[src/common/rmli_pkg.sv]
// package: constants and types for the reset-mode latch and irq inputs block
`default_nettype none
package rmli_pkg;
	localparam int RMLI_LINES = 4;
	localparam int RMLI_MODE_W = 4;
	localparam int RMLI_MODE_COUNT = 16;
	localparam int RMLI_PHASE_W = 2;
	localparam logic [RMLI_MODE_W-1:0] RMLI_MODE_RST = 4'h0;
	localparam logic [RMLI_LINES-1:0] RMLI_SYNC_RST = 4'hF;
	localparam logic [RMLI_PHASE_W-1:0] RMLI_PHASE_RST = 2'h0;
	localparam int RMLI_SYNC_STAGES = 2;
	typedef enum logic [1:0] {
		RMLI_ST_RESET = 2'b00,
		RMLI_ST_RUN = 2'b01,
		RMLI_ST_STOP = 2'b10
	} rmli_state_t;
endpackage
`default_nettype wire

[src/design/rmli_sync.sv]
// two-flop synchroniser for the shared active-low pins
`timescale 1ns/100ps
`default_nettype none
module rmli_sync (
	input wire logic clk_sys_i,
	input wire logic srst_i,
	input wire logic [rmli_pkg::RMLI_LINES-1:0] pin_n_i,
	output logic [rmli_pkg::RMLI_LINES-1:0] sync_n_o
);
	import rmli_pkg::*;
	logic [RMLI_LINES-1:0] meta_r;
	// first flop feeds only the second; reset to the idle-high level
	always_ff @(posedge clk_sys_i) begin
		if (srst_i) begin
			meta_r <= RMLI_SYNC_RST;
			sync_n_o <= RMLI_SYNC_RST;
		end else begin
			meta_r <= pin_n_i;
			sync_n_o <= meta_r;
		end
	end
endmodule
`default_nettype wire

[src/design/rmli_top.sv]
// mode latch at reset release and maskable external request inputs
`timescale 1ns/100ps
`default_nettype none
module rmli_top (
	input wire logic clk_sys_i,
	input wire logic srst_i,
	input wire logic mode_sel0_irq0_n_i,
	input wire logic mode_sel1_irq1_n_i,
	input wire logic mode_sel2_irq2_n_i,
	input wire logic mode_sel3_irq3_n_i,
	input wire logic [rmli_pkg::RMLI_LINES-1:0] irq_edge_sel_i,
	input wire logic [rmli_pkg::RMLI_LINES-1:0] irq_mask_i,
	input wire logic [rmli_pkg::RMLI_LINES-1:0] irq_ack_i,
	input wire logic stop_enter_i,
	output logic [rmli_pkg::RMLI_MODE_W-1:0] op_mode_o,
	output logic mode_valid_o,
	output logic [rmli_pkg::RMLI_LINES-1:0] irq_req_o,
	output logic stop_o,
	output logic wake_o,
	output logic [rmli_pkg::RMLI_PHASE_W-1:0] phase_o
);
	import rmli_pkg::*;

	logic [RMLI_LINES-1:0] pins_n;
	logic [RMLI_LINES-1:0] sync_n;
	logic [RMLI_LINES-1:0] prev_n_r;
	logic [RMLI_LINES-1:0] edge_pend_r;
	logic [RMLI_LINES-1:0] edge_pend_nxt;
	logic [RMLI_LINES-1:0] fall_det;
	logic [RMLI_LINES-1:0] active;
	logic [RMLI_LINES-1:0] raw_req;
	logic [RMLI_LINES-1:0] irq_req_nxt;
	logic [RMLI_MODE_W-1:0] mode_code;
	logic [RMLI_MODE_W-1:0] op_mode_nxt;
	logic [RMLI_PHASE_W-1:0] phase_nxt;
	logic in_reset_r;
	logic release_evt;
	logic wake_evt;
	logic run;
	rmli_state_t state_r;
	rmli_state_t state_nxt;

	// a low pin is an asserted line
	function automatic logic [RMLI_LINES-1:0] low_active(input logic [RMLI_LINES-1:0] pin_n);
		return ~pin_n;
	endfunction

	assign pins_n = {mode_sel3_irq3_n_i, mode_sel2_irq2_n_i, mode_sel1_irq1_n_i, mode_sel0_irq0_n_i};

	rmli_sync u_sync (
		.clk_sys_i(clk_sys_i),
		.srst_i(1'b0),
		.pin_n_i(pins_n),
		.sync_n_o(sync_n)
	);

	// synchroniser keeps running under reset so the code is settled at release
	assign active = low_active(sync_n);
	assign mode_code = active;
	// first idle cycle after reset ends is the latch moment
	assign release_evt = in_reset_r & ~srst_i;
	assign op_mode_nxt = release_evt ? mode_code : op_mode_o;
	assign run = (state_r != RMLI_ST_RESET);

	assign fall_det = prev_n_r & low_active(sync_n);
	// a new edge wins over a same-cycle acknowledge
	assign edge_pend_nxt = run ? (fall_det | (edge_pend_r & ~irq_ack_i)) : '0;
	assign raw_req = (irq_edge_sel_i & edge_pend_r) | (~irq_edge_sel_i & active);
	assign irq_req_nxt = (state_r == RMLI_ST_RUN) ? (raw_req & ~irq_mask_i) : '0;
	assign wake_evt = (state_r == RMLI_ST_STOP) & active[0];
	assign phase_nxt = phase_o + 2'h1;

	always_comb begin
		state_nxt = state_r;
		case (state_r)
			RMLI_ST_RESET: begin
				state_nxt = RMLI_ST_RUN;
			end
			RMLI_ST_RUN: begin
				if (stop_enter_i) begin
					state_nxt = RMLI_ST_STOP;
				end
			end
			RMLI_ST_STOP: begin
				if (wake_evt) begin
					state_nxt = RMLI_ST_RUN;
				end
			end
			default: begin
				state_nxt = RMLI_ST_RESET;
			end
		endcase
	end

	always_ff @(posedge clk_sys_i) begin
		if (srst_i) begin
			in_reset_r <= 1'b1;
			state_r <= RMLI_ST_RESET;
			prev_n_r <= RMLI_SYNC_RST;
			edge_pend_r <= '0;
			irq_req_o <= '0;
			stop_o <= 1'b0;
			wake_o <= 1'b0;
			mode_valid_o <= 1'b0;
			phase_o <= RMLI_PHASE_RST;
		end else begin
			in_reset_r <= 1'b0;
			state_r <= state_nxt;
			prev_n_r <= sync_n;
			edge_pend_r <= edge_pend_nxt;
			irq_req_o <= irq_req_nxt;
			stop_o <= (state_nxt == RMLI_ST_STOP);
			wake_o <= wake_evt;
			mode_valid_o <= 1'b1;
			phase_o <= phase_nxt;
		end
	end

	// mode register is kept across reset; its value is only meaningful once valid
	always_ff @(posedge clk_sys_i) begin
		if (srst_i) begin
			op_mode_o <= op_mode_o;
		end else begin
			op_mode_o <= op_mode_nxt;
		end
	end

	property p_mode_latch;
		@(posedge clk_sys_i) disable iff (srst_i)
		release_evt |=> (op_mode_o == $past(mode_code)) && mode_valid_o;
	endproperty
	a_mode_latch: assert property (p_mode_latch) else $error("mode not latched at release");

	property p_mode_hold;
		@(posedge clk_sys_i) disable iff (srst_i)
		!release_evt && !$past(srst_i) |=> $stable(op_mode_o);
	endproperty
	a_mode_hold: assert property (p_mode_hold) else $error("mode changed after release");

	property p_no_irq_reset;
		@(posedge clk_sys_i) srst_i |=> irq_req_o == '0;
	endproperty
	a_no_irq_reset: assert property (p_no_irq_reset) else $error("request during reset");

	property p_phase_reset;
		@(posedge clk_sys_i) srst_i |=> phase_o == RMLI_PHASE_RST && stop_o == 1'b0;
	endproperty
	a_phase_reset: assert property (p_phase_reset) else $error("phase not reset");

	property p_level_req;
		@(posedge clk_sys_i) disable iff (srst_i)
		(state_r == RMLI_ST_RUN) && !irq_edge_sel_i[1] && !irq_mask_i[1] && active[1] |=> irq_req_o[1];
	endproperty
	a_level_req: assert property (p_level_req) else $error("level request missed");

	property p_mask;
		@(posedge clk_sys_i) disable iff (srst_i)
		irq_mask_i[2] |=> !irq_req_o[2];
	endproperty
	a_mask: assert property (p_mask) else $error("masked request passed");

	property p_edge_pend;
		@(posedge clk_sys_i) disable iff (srst_i)
		run && prev_n_r[3] && !sync_n[3] |=> edge_pend_r[3];
	endproperty
	a_edge_pend: assert property (p_edge_pend) else $error("falling edge lost");

	property p_wake;
		@(posedge clk_sys_i) disable iff (srst_i)
		(state_r == RMLI_ST_STOP) && active[0] |=> wake_o && !stop_o;
	endproperty
	a_wake: assert property (p_wake) else $error("no wake from stop");

	property p_sync_delay;
		@(posedge clk_sys_i) disable iff (srst_i)
		$past(srst_i, 3) == 1'b0 |-> sync_n == $past(pins_n, 2);
	endproperty
	a_sync_delay: assert property (p_sync_delay) else $error("synchroniser depth wrong");

	property p_set_wins;
		@(posedge clk_sys_i) disable iff (srst_i)
		run && irq_ack_i[1] && prev_n_r[1] && !sync_n[1] |=> edge_pend_r[1];
	endproperty
	a_set_wins: assert property (p_set_wins) else $error("edge lost to same-cycle acknowledge");

	property p_ack_clear;
		@(posedge clk_sys_i) disable iff (srst_i)
		run && irq_ack_i[2] && !(prev_n_r[2] && !sync_n[2]) |=> !edge_pend_r[2];
	endproperty
	a_ack_clear: assert property (p_ack_clear) else $error("acknowledge did not clear edge");

	property p_edge_req;
		@(posedge clk_sys_i) disable iff (srst_i)
		(state_r == RMLI_ST_RUN) && irq_edge_sel_i[3] && edge_pend_r[3] && !irq_mask_i[3] |=> irq_req_o[3];
	endproperty
	a_edge_req: assert property (p_edge_req) else $error("pending edge not requested");

	property p_level_drop;
		@(posedge clk_sys_i) disable iff (srst_i)
		(state_r == RMLI_ST_RUN) && !irq_edge_sel_i[0] && !active[0] |=> !irq_req_o[0];
	endproperty
	a_level_drop: assert property (p_level_drop) else $error("level request without low pin");

	property p_no_req_stop;
		@(posedge clk_sys_i) disable iff (srst_i)
		(state_r == RMLI_ST_STOP) |=> irq_req_o == '0;
	endproperty
	a_no_req_stop: assert property (p_no_req_stop) else $error("request shown in stop");

	property p_stop_hold;
		@(posedge clk_sys_i) disable iff (srst_i)
		(state_r == RMLI_ST_STOP) && !active[0] |=> stop_o && !wake_o;
	endproperty
	a_stop_hold: assert property (p_stop_hold) else $error("left stop without line 0");

	property p_stop_enter;
		@(posedge clk_sys_i) disable iff (srst_i)
		(state_r == RMLI_ST_RUN) && stop_enter_i |=> stop_o;
	endproperty
	a_stop_enter: assert property (p_stop_enter) else $error("stop not entered");

	property p_phase_step;
		@(posedge clk_sys_i) disable iff (srst_i)
		!srst_i |=> phase_o == $past(phase_o) + 2'h1;
	endproperty
	a_phase_step: assert property (p_phase_step) else $error("phase did not advance");

	property p_reset_flags;
		@(posedge clk_sys_i) srst_i |=> !mode_valid_o && !wake_o && !stop_o;
	endproperty
	a_reset_flags: assert property (p_reset_flags) else $error("flags not cleared in reset");
endmodule
`default_nettype wire

[config.mk]
export PLATFORM = sky130hd
export DESIGN_NAME = rmli_top
export DESIGN_NICKNAME = d
export VERILOG_FILES = /design/src/common/rmli_pkg.sv /design/src/design/rmli_sync.sv /design/src/design/rmli_top.sv
export SDC_FILE = /design/constraint.sdc
export NUM_CORES = 1
export LEC_CHECK = 0
export ABC_AREA = 1
export BUFFER_PORTS_ARGS = -buffer_cell sky130_fd_sc_hd__buf_2
export CAP_MARGIN = 0
export CORE_MARGIN = 10
export CORE_UTILIZATION = 33
export DETAILED_ROUTE_END_ITERATION = 8
export GPL_TIMING_DRIVEN = 0
export PLACE_DENSITY_LB_ADDON = 0.25
export SLEW_MARGIN = 20
export SYNTH_ARGS = -nofsm -noshare
export SYNTH_HDL_FRONTEND = slang
export SYNTH_SLANG_ARGS = --single-unit
[constraint.sdc]
create_clock -name clk_sys_i -period 1.9 [get_ports clk_sys_i]
set_input_delay 0.095 -clock clk_sys_i [delete_from_list [all_inputs] [get_ports clk_sys_i]]
set_output_delay 0.095 -clock clk_sys_i [all_outputs]
set_load 0.01 [all_outputs]
==> impl_metrics.yaml, run 1 <==
min_path:
  hp-class: "in2reg"
clock_tree:
  htree_levels: 2
  cts_setup_buffers: 0
  clock_path_buffers: 2
  clk_latency_ns: 0.32
  numClockSinks: 32
  cts_buffers: 5
  cts_root_buffer: "clkbuf_4"
  clkTransAtPathRegs_ns: 0.09
  cts_tree: "yes"
critical_path:
  worstSetupEndpointType: "register"
  path_class: "in2reg"
  cp_max_fo: 7
  worstSetupStartpointType: "input pin"
  critPathArrivalTime_ns: 1.14
  crit_required_ns: 1.89
run:
  drv_cap: 0
sta:
  tightest_slew_ns: 0.382
  tns_ns: 0
  drv_slew: 0
  period_minus_slack_ns: 1.15
  finalClockSkew_ns: 0.00281
  layout_setup_ws_ns: 0.746
  rsz0062_at_grt: "no"
  final.period_utilization: 0.607
  hold_viol: 0
  fmax_mhz: 867
  finalSetupViolations: 0
  slew_headroom: 0.744
outcome:
  outcome: "finished clean"
global_route:
  overflow: 0
  grt_pass1_wl_mm: 3.13
  grt_pass1_vias: 762
  grt_use_met1: 0.0773
  grt_usage: 0.0729
  gr-usage-met2: 0.113
  grt-busiest-layer: "met2"
  grt_max_degree: 10
  antenna_found_initial: 0
  met3_usage: 0.0495
cells_and_area:
  drive_gt1_frac: 0.256
  antennaDiodeCount: 0
  fillers: 312
  fin_nets: 178
  syn2layout_area_growth_pct: 29.8
synth:
  ys_warn_count: 0
  synth_top_area_cell: "dfxtp_1"
  async_flop_share: 0
  synthFlopType: "dfxtp_1"
  synth_cell_types: 11
  syn_inst: 115
  synth_top_area_frac: 0.548
  yosys-top-cells-count: "nand2_1, dfxtp_1, inv_1"
  netlist_area_um2: 1020
  syn_avg_cell_area_um2: 8.90
  ys_top_cells_by_area: "dfxtp_1, edfxtp_1, nand2_1"
  synth-seq-cells: 32
  synth_fp_nets: 134
  synth-edff-count: 4
  synth_most_common_cell: "nand2_1"
  seq_area_frac_synth: 0.665
detailed_routing:
  drtIter0Drc: 10
  routed_wl_mm: 2.06
  drc_errors: 0
  drtAntennaViolNets: 0
  wire_per_inst_um: 10.7
  routed_via_density: 4.13
  drt-pass1-iter-count: 5
  num_vias: 797
pwr:
  ir_worst_vdd_mv: 0.490
  switching_power_w: 0.000291
  p_leak_nw: 0.735
  power_frac_seq: 0.608
  switching_share: 0.240
  comb_power_share: 0.099
  pwr-share-clk: 0.293
  p_per_area_nw_per_um2: 910
  p_int_w: 0.000919
floorplanning:
  die_area_um2: 5730
  ios: 32
  die_x_um: 75.7
  fp.dieH_um: 75.7
  initial_core_util: 0.341
  rows: 20
  core_area_um2: 3000
place:
  portBuffers: 31
  post-dp-hpwl_mm: 1.52
  post-place-ws_ns: 0.910
  routabilityCongestion: 0.731
## routing by layer
layer | vias up | wire length, um | share of wire
met4 | 0 | 26 | 0.013
met3 | 5 | 216 | 0.10
met2 | 29 | 869 | 0.42
li1 | 422 | - | -
met5 | - | 0 | 0
met1 | 341 | 947 | 0.46
## final cells by class
| type | instances | area, um2 | area share |
|---|---|---|---|
| buffer | 1 | 11.3 | 0.00847 |
| timing repair buffer | 37 | 215 | 0.162 |
| clock inverter | 1 | 3.75 | 0.00282 |
| clock buffer | 7 | 45.0 | 0.0339 |
| multi-input combinational | 59 | 245 | 0.185 |
| tap | 33 | 41.3 | 0.0311 |
| inverter | 23 | 86.3 | 0.0650 |
| sequential | 32 | 681 | 0.512 |
## sequential cells by signal (all words and copies together) (netlist names)
| name | flops |
|---|---|
| u_sync.meta_r | 4 |
| prev_n_r | 4 |
| phase_o | 2 |
| in_reset_r | 1 |
| irq_req_o | 4 |
| state_r | 2 |
| edge_pend_r | 4 |
| wake_o | 1 |
| u_sync.sync_n_o | 4 |
| mode_valid_o | 1 |
| op_mode_o | 4 |
| stop_o | 1 |
## path summary, 6_finish.rpt
kind	from	cells after the start	end	slack (ns)
min	irq_mask_i[1]	4	irq_req_o[1]$_SDFF_PP0_	0.02
min reg2reg	u_sync.meta_r[1]$_DFF_P_	0	u_sync.sync_n_o[1]$_DFF_P_	0.33
max	srst_i	3	op_mode_o[1]$_DFFE_PP_	0.75
max reg2reg	in_reset_r$_DFF_P_	2	op_mode_o[1]$_DFFE_PP_	0.92
## power groups by stage
stage | Combinational [W] | Sequential, W | Clock, W
finish | 0.000120 | 0.000735 | 0.000354
global route | 0.000136 | 0.000740 | 0.000392
CTS | 0.000122 | 0.000736 | 0.000368
detailed placement | 0.000112 | 0.000751 | 0
global placement | 0.000110 | 0.000751 | 0
floorplan | 0.0000577 | 0.000756 | 0
## timing repair
| action | CTS | global route |
|---|---|---|
| hold endpoints to repair | 6 | 0 |
| resized for setup | 0 | 0 |
| hold buffers | 6 | 0 |
## worst max-delay path, cell delays in order
cell and delay, ns:
dlygate4sd3_1 0.53, buf_2 0.18, nor2_1 0.34
## logic make-up (layout without fill, tap and decap cells)
kind of cell / count (synthesis) / in the layout / synth area share
simple gates: 59 / 59 / 0.240
flops: 32 / 32 / 0.665
buf+inv: 24 / 69 / 0.0954
## through the flow
step                power, W  utilization  cell area, um2  hold WS (ns)  std cells
finish               0.00121        0.443            1330        0.0168        193
global route         0.00127        0.443            1330        0.0160        193
CTS                  0.00123        0.443            1330       0.00820        193
detailed placement  0.000864        0.406            1220         0.199        179
global placement    0.000861        0.406            1220         0.197        179
floorplan           0.000814            -            1020         0.123        115
## cells in the final DEF (no fill, tap or decap)
cell	netlist	final
inv_1	22	22
clkinv_1	0	1
nor2_1	19	19
clkbuf_1	0	2
inv_2	1	1
buf_2	0	31
nor2_2	1	1
nor2_4	1	1
buf_6	1	1
dlygate4sd3_1	0	6
edfxtp_1	4	4
clkbuf_4	0	5
dfxtp_1	28	28
nand2_1	31	31
nand3_1	6	6
nand3_2	1	1
(Power assumes the default switching activity.)
==> inputs of run 2 (changes only) <==
==> constraint.sdc (replaced) <==
create_clock -name clk_sys_i -period 1.2 [get_ports clk_sys_i]
set_input_delay 0.06 -clock clk_sys_i [delete_from_list [all_inputs] [get_ports clk_sys_i]]
set_output_delay 0.06 -clock clk_sys_i [all_outputs]
set_load 0.01 [all_outputs]
==> impl_metrics.yaml, run 2 (same netlist as run 1, synthesis figures left out) <==
cells_and_area:
  fin_nets: 182
  design_area_um2: 1370
  final_cell_mix: "nand2_1, buf_2, dfxtp_1"
  syn2layout_area_growth_pct: 33.7
  antennaDiodeCount: 0
  drive_gt1_frac: 0.250
sta:
  tightest_slew_ns: 0.382
  rsz0062_at_grt: "no"
  finalClockSkew_ns: 0.00332
  slew_headroom: 0.744
  fmax_mhz: 892
  period_minus_slack_ns: 1.12
  finalSetupViolations: 0
  tns_ns: 0
  drv_slew: 0
  hold_viol: 0
  final.period_utilization: 0.934
critical_path:
  cp_max_fo: 7
  worstSetupStartpointType: "input pin"
  critPathArrivalTime_ns: 1.10
  crit_required_ns: 1.18
  worstSetupEndpointType: "register"
  path_class: "in2reg"
floorplanning:
  fp.dieH_um: 75.7
  initial_core_util: 0.341
  die_area_um2: 5730
  die_x_um: 75.7
  core_area_um2: 3000
  ios: 32
  rows: 20
place:
  portBuffers: 31
  post-dp-hpwl_mm: 1.52
  placed_area_um2: 1220
  routabilityCongestion: 0.731
clock_tree:
  clock_path_buffers: 2
  htree_levels: 2
  clkTransAtPathRegs_ns: 0.09
  clk_latency_ns: 0.32
  cts_tree: "yes"
  numClockSinks: 32
  cts_buffers: 5
  cts_root_buffer: "clkbuf_4"
  cts_resized: 0
pwr:
  ir_worst_vdd_mv: 0.775
  p_leak_nw: 0.751
  p_per_area_nw_per_um2: 1400
global_route:
  antenna_found_initial: 0
  overflow: 0
  grt_pass1_wl_mm: 3.21
  grt_max_degree: 10
  grt_usage: 0.0742
  grt_pass1_vias: 778
detailed_routing:
  drt-pass1-iter-count: 4
  drc_errors: 0
  wire_per_inst_um: 10.6
  met2_length_um: 895
  routed_wl_mm: 2.09
  top_layer_used: "met4"
  wl_met1_um: 961
  num_vias: 804
  routed_via_density: 4.08
  drtAntennaViolNets: 0
  route.met3.wl_um: 207
  drtIter0Drc: 8
min_path:
  hp-class: "in2reg"
outcome:
  outcome: "finished clean"
run:
  drv_cap: 0
## run 2: cell count changes in the layout (fill, tap and decap cells not counted)
cell / previous run / this run
dlygate4sd3_1: 6 / 10
## run 2: critical path, stage by stage
cell and delay [ns]:
dlygate4sd3_1 0.53, buf_2 0.18, nor2_1 0.34
## run 2: metal layers
layer / track usage / vias to the layer above
met2: 0.117 / 27
met1: 0.0796 / 343
met4: 0.0247 / 0
met3: 0.0469 / 5
met5: 0 / -
li1: - / 429
## run 2: repair_timing
action / CTS / global route
endpoints found under the hold margin: 11 / 0
hold buffers: 10 / 0
setup buffers: 0 / 0
## run 2: power breakdown
| group | internal (W) | switching, W |
|---|---|---|
| Sequential | 0.00114 | 0.0000225 |
| Combinational | 0.0000962 | 0.000104 |
| Clock | 0.000225 | 0.000334 |
## run 2: final timing paths
check / from / to / slack, ns / cells after the start
worst max-delay path: srst_i / op_mode_o[1]$_DFFE_PP_ / 0.08 / 3
worst min-delay path: irq_edge_sel_i[1] / irq_req_o[1]$_SDFF_PP0_ / 0.04 / 4
worst max register to register: in_reset_r$_DFF_P_ / op_mode_o[1]$_DFFE_PP_ / 0.22 / 2
worst min register to register: u_sync.meta_r[1]$_DFF_P_ / u_sync.sync_n_o[1]$_DFF_P_ / 0.33 / 0
## run 2: cell type report
class,count,area [um2]
Buffer,1,11.3
Clock inverter,1,3.75
Clock buffer,7,45.0
Tap cell,33,41.3
Fill cell,309,1630
Timing Repair Buffer,41,255
Multi-Input combinational cell,59,245
Sequential cell,32,681
Inverter,23,86.3
## run 2: metrics by stage
step	instances	hold WS [ns]	setup WS [ns]	total power [W]	utilization
after CTS	197	0.0189	0.0737	0.00195	0.456
after detailed placement	179	0.164	0.210	0.00137	0.406
after floorplan	115	0.0877	0.354	0.00129	-
after global placement	179	0.162	0.219	0.00136	0.406
after global routing	197	0.0649	0.0439	0.00202	0.456
final	197	0.0352	0.0795	0.00192	0.456
==> inputs of run 3 (changes only) <==
--- a/config.mk
+++ b/config.mk
@@ -5,7 +5,6 @@
 export SDC_FILE = /design/constraint.sdc
 export NUM_CORES = 1
 export LEC_CHECK = 0
-export ABC_AREA = 1
 export BUFFER_PORTS_ARGS = -buffer_cell sky130_fd_sc_hd__buf_2
 export CAP_MARGIN = 0
 export CORE_MARGIN = 10
==> impl_metrics.yaml, run 3 <==
detailed_routing:
  routed_wl_mm: 1.94
  wire_per_inst_um: 11.7
  drc_errors: 0
  drtAntennaViolNets: 0
  num_vias: 720
  drt-pass1-iter-count: 2
  drtIter0Drc: 15
  routed_via_density: 4.34
place:
  portBuffers: 31
  post-dp-hpwl_mm: 1.40
  placed_area_um2: 1150
  dp_cells: 142
  routabilityCongestion: 0.724
cells_and_area:
  multi_input_area_um2: 253
  mostFrequentLayoutCell: "buf_2"
  syn2layout_area_growth_pct: 42.1
  design_area_um2: 1360
  fillers: 257
  fin_nets: 153
  drive_gt1_frac: 0.326
  final_core_util: 0.493
  antennaDiodeCount: 0
  final_cells: 166
  seqCellArea_um2: 681
  final_cell_mix: "buf_2, dfxtp_1, dlygate4sd3_1"
synth:
  synth_cell_types: 18
  synth_most_common_cell: "dfxtp_1"
  synthFlopType: "dfxtp_1"
  synth_fp_nets: 99
  synth_top_area_frac: 0.586
  syn_inst: 80
  seq_area_frac_synth: 0.711
  synth-edff-count: 4
  async_flop_share: 0
  synth_top_area_cell: "dfxtp_1"
  ys_warn_count: 0
  netlist_area_um2: 957
  yosys-top-cells-count: "dfxtp_1, nand2b_1, a21oi_1, nand2_1"
  synth-seq-cells: 32
  syn_avg_cell_area_um2: 12.0
  ys_top_cells_by_area: "dfxtp_1, edfxtp_1, nand2b_1"
clock_tree:
  clock_path_buffers: 2
  cts_tree: "yes"
  clk_latency_ns: 0.32
  cts_buffers: 5
  htree_levels: 2
  cts_resized: 0
  numClockSinks: 32
  clkTransAtPathRegs_ns: 0.09
  cts_root_buffer: "clkbuf_4"
floorplanning:
  rows: 19
  core_area_um2: 2760
  die_x_um: 73.9
  die_area_um2: 5450
  ios: 32
  fp.dieH_um: 73.9
  initial_core_util: 0.347
sta:
  slew_headroom: 0.745
  finalSetupViolations: 0
  tightest_slew_ns: 0.382
  tns_ns: 0
  final.period_utilization: 0.941
  finalClockSkew_ns: 0.00746
  period_minus_slack_ns: 1.13
  hold_viol: 0
  fmax_mhz: 885
  drv_slew: 0
  rsz0062_at_grt: "no"
critical_path:
  critPathArrivalTime_ns: 1.38
  worstSetupStartpoint: "state_r[0]$_SDFF_PP0_"
  reg2reg_depth: 2
  r2r_setup_slack_ns: 0.07
  path_class: "reg2reg"
  worstSetupEndpointType: "register"
  worstSetupStartpointType: "register"
  reg2reg_from: "state_r[0]$_SDFF_PP0_"
  cp_max_fo: 7
  crit_required_ns: 1.45
global_route:
  grt_pass1_vias: 755
  grt_pass1_wl_mm: 3.19
  grt_usage: 0.0776
  grt_max_degree: 10
  antenna_found_initial: 0
  overflow: 0
run:
  drv_cap: 0
outcome:
  outcome: "finished clean"
min_path:
  hp-class: "in2reg"
  worstHoldStart: "irq_ack_i[2]"
  whs_path_depth: 3
pwr:
  p_per_area_nw_per_um2: 1390
  ir_worst_vdd_mv: 0.791
  p_leak_nw: 0.599
==> run 3: changes by cell type in the layout (fill, tap and decap cells not counted), moves of 2 or more <==
cell / change
inv_1: -17
nand2_1: -24
dlygate4sd3_1: +6
or2_2: +5
a21oi_1: +7
nand3_1: -6
a211oi_1: +3
nand2b_1: +8
nand3b_1: +2
nor2_1: -16
==> run 3: what timing repair did <==
| item | 4_1_cts | 5_1_grt |
|---|---|---|
| hold buffers | 16 | 0 |
| setup buffers | 0 | 0 |
| endpoints found under the hold margin | 12 | 0 |
==> run 3: worst paths after layout <==
path	endpoint
worst max-delay path	irq_req_o[3]$_SDFF_PP0_
worst min-delay path	edge_pend_r[2]$_SDFF_PP0_
worst max register to register	irq_req_o[3]$_SDFF_PP0_
worst min register to register	u_sync.sync_n_o[1]$_DFF_P_
==> run 3: logic make-up after synthesis <==
| family | after synthesis | synth area share |
|---|---|---|
| AND/OR/NAND/NOR | 28 | 0.166 |
| XOR/XNOR | 1 | 0.00915 |
| AO/OA/AOI/OAI | 13 | 0.0889 |
| buffers and inverters | 6 | 0.0248 |
| flip-flops | 32 | 0.711 |
==> run 3: report_power, final <==
group	leakage [nW]	internal (W)	switching, W	total (W)
registers	0.270	0.00114	0.0000274	0.00117
clock network	0.0265	0.000233	0.000318	0.000551
logic	0.303	0.000105	0.0000711	0.000176
total	0.599	0.00148	0.000416	0.00189
==> run 3: cell type report <==
cell class                      count  share of cell area
Clock buffer                        8              0.0359
Buffer                              1             0.00368
Tap cell                           31              0.0285
Sequential cell                    32               0.500
Multi-Input combinational cell     42               0.186
Inverter                            5              0.0138
Timing Repair Buffer               47               0.232
==> run 3: worst max-delay path: stages (launching register included) <==
cell and delay (ns):
dfxtp_1 0.43, or3b_4 0.45, a211oi_2 0.19
==> run 3: layer usage <==
layer  share of wire  track usage  routed length [um]  vias up
met4           0.026       0.0559                  50        0
met1            0.35       0.0649                 685      324
met2            0.50        0.129                 968       22
met3            0.12       0.0511                 232        6
met5               0            0                   0        -
li1                -            -                   -      368
==> run 3: stage by stage <==
stage	power, W	setup slack, ns	hold slack (ns)
floorplan	0.00126	0.162	0.0877
global placement	0.00133	0.0980	0.163
detailed placement	0.00133	0.0667	0.164
CTS	0.00193	0.0664	0.00191
global route	0.00200	0.00814	0.0127
finish	0.00190	0.0706	0.00919
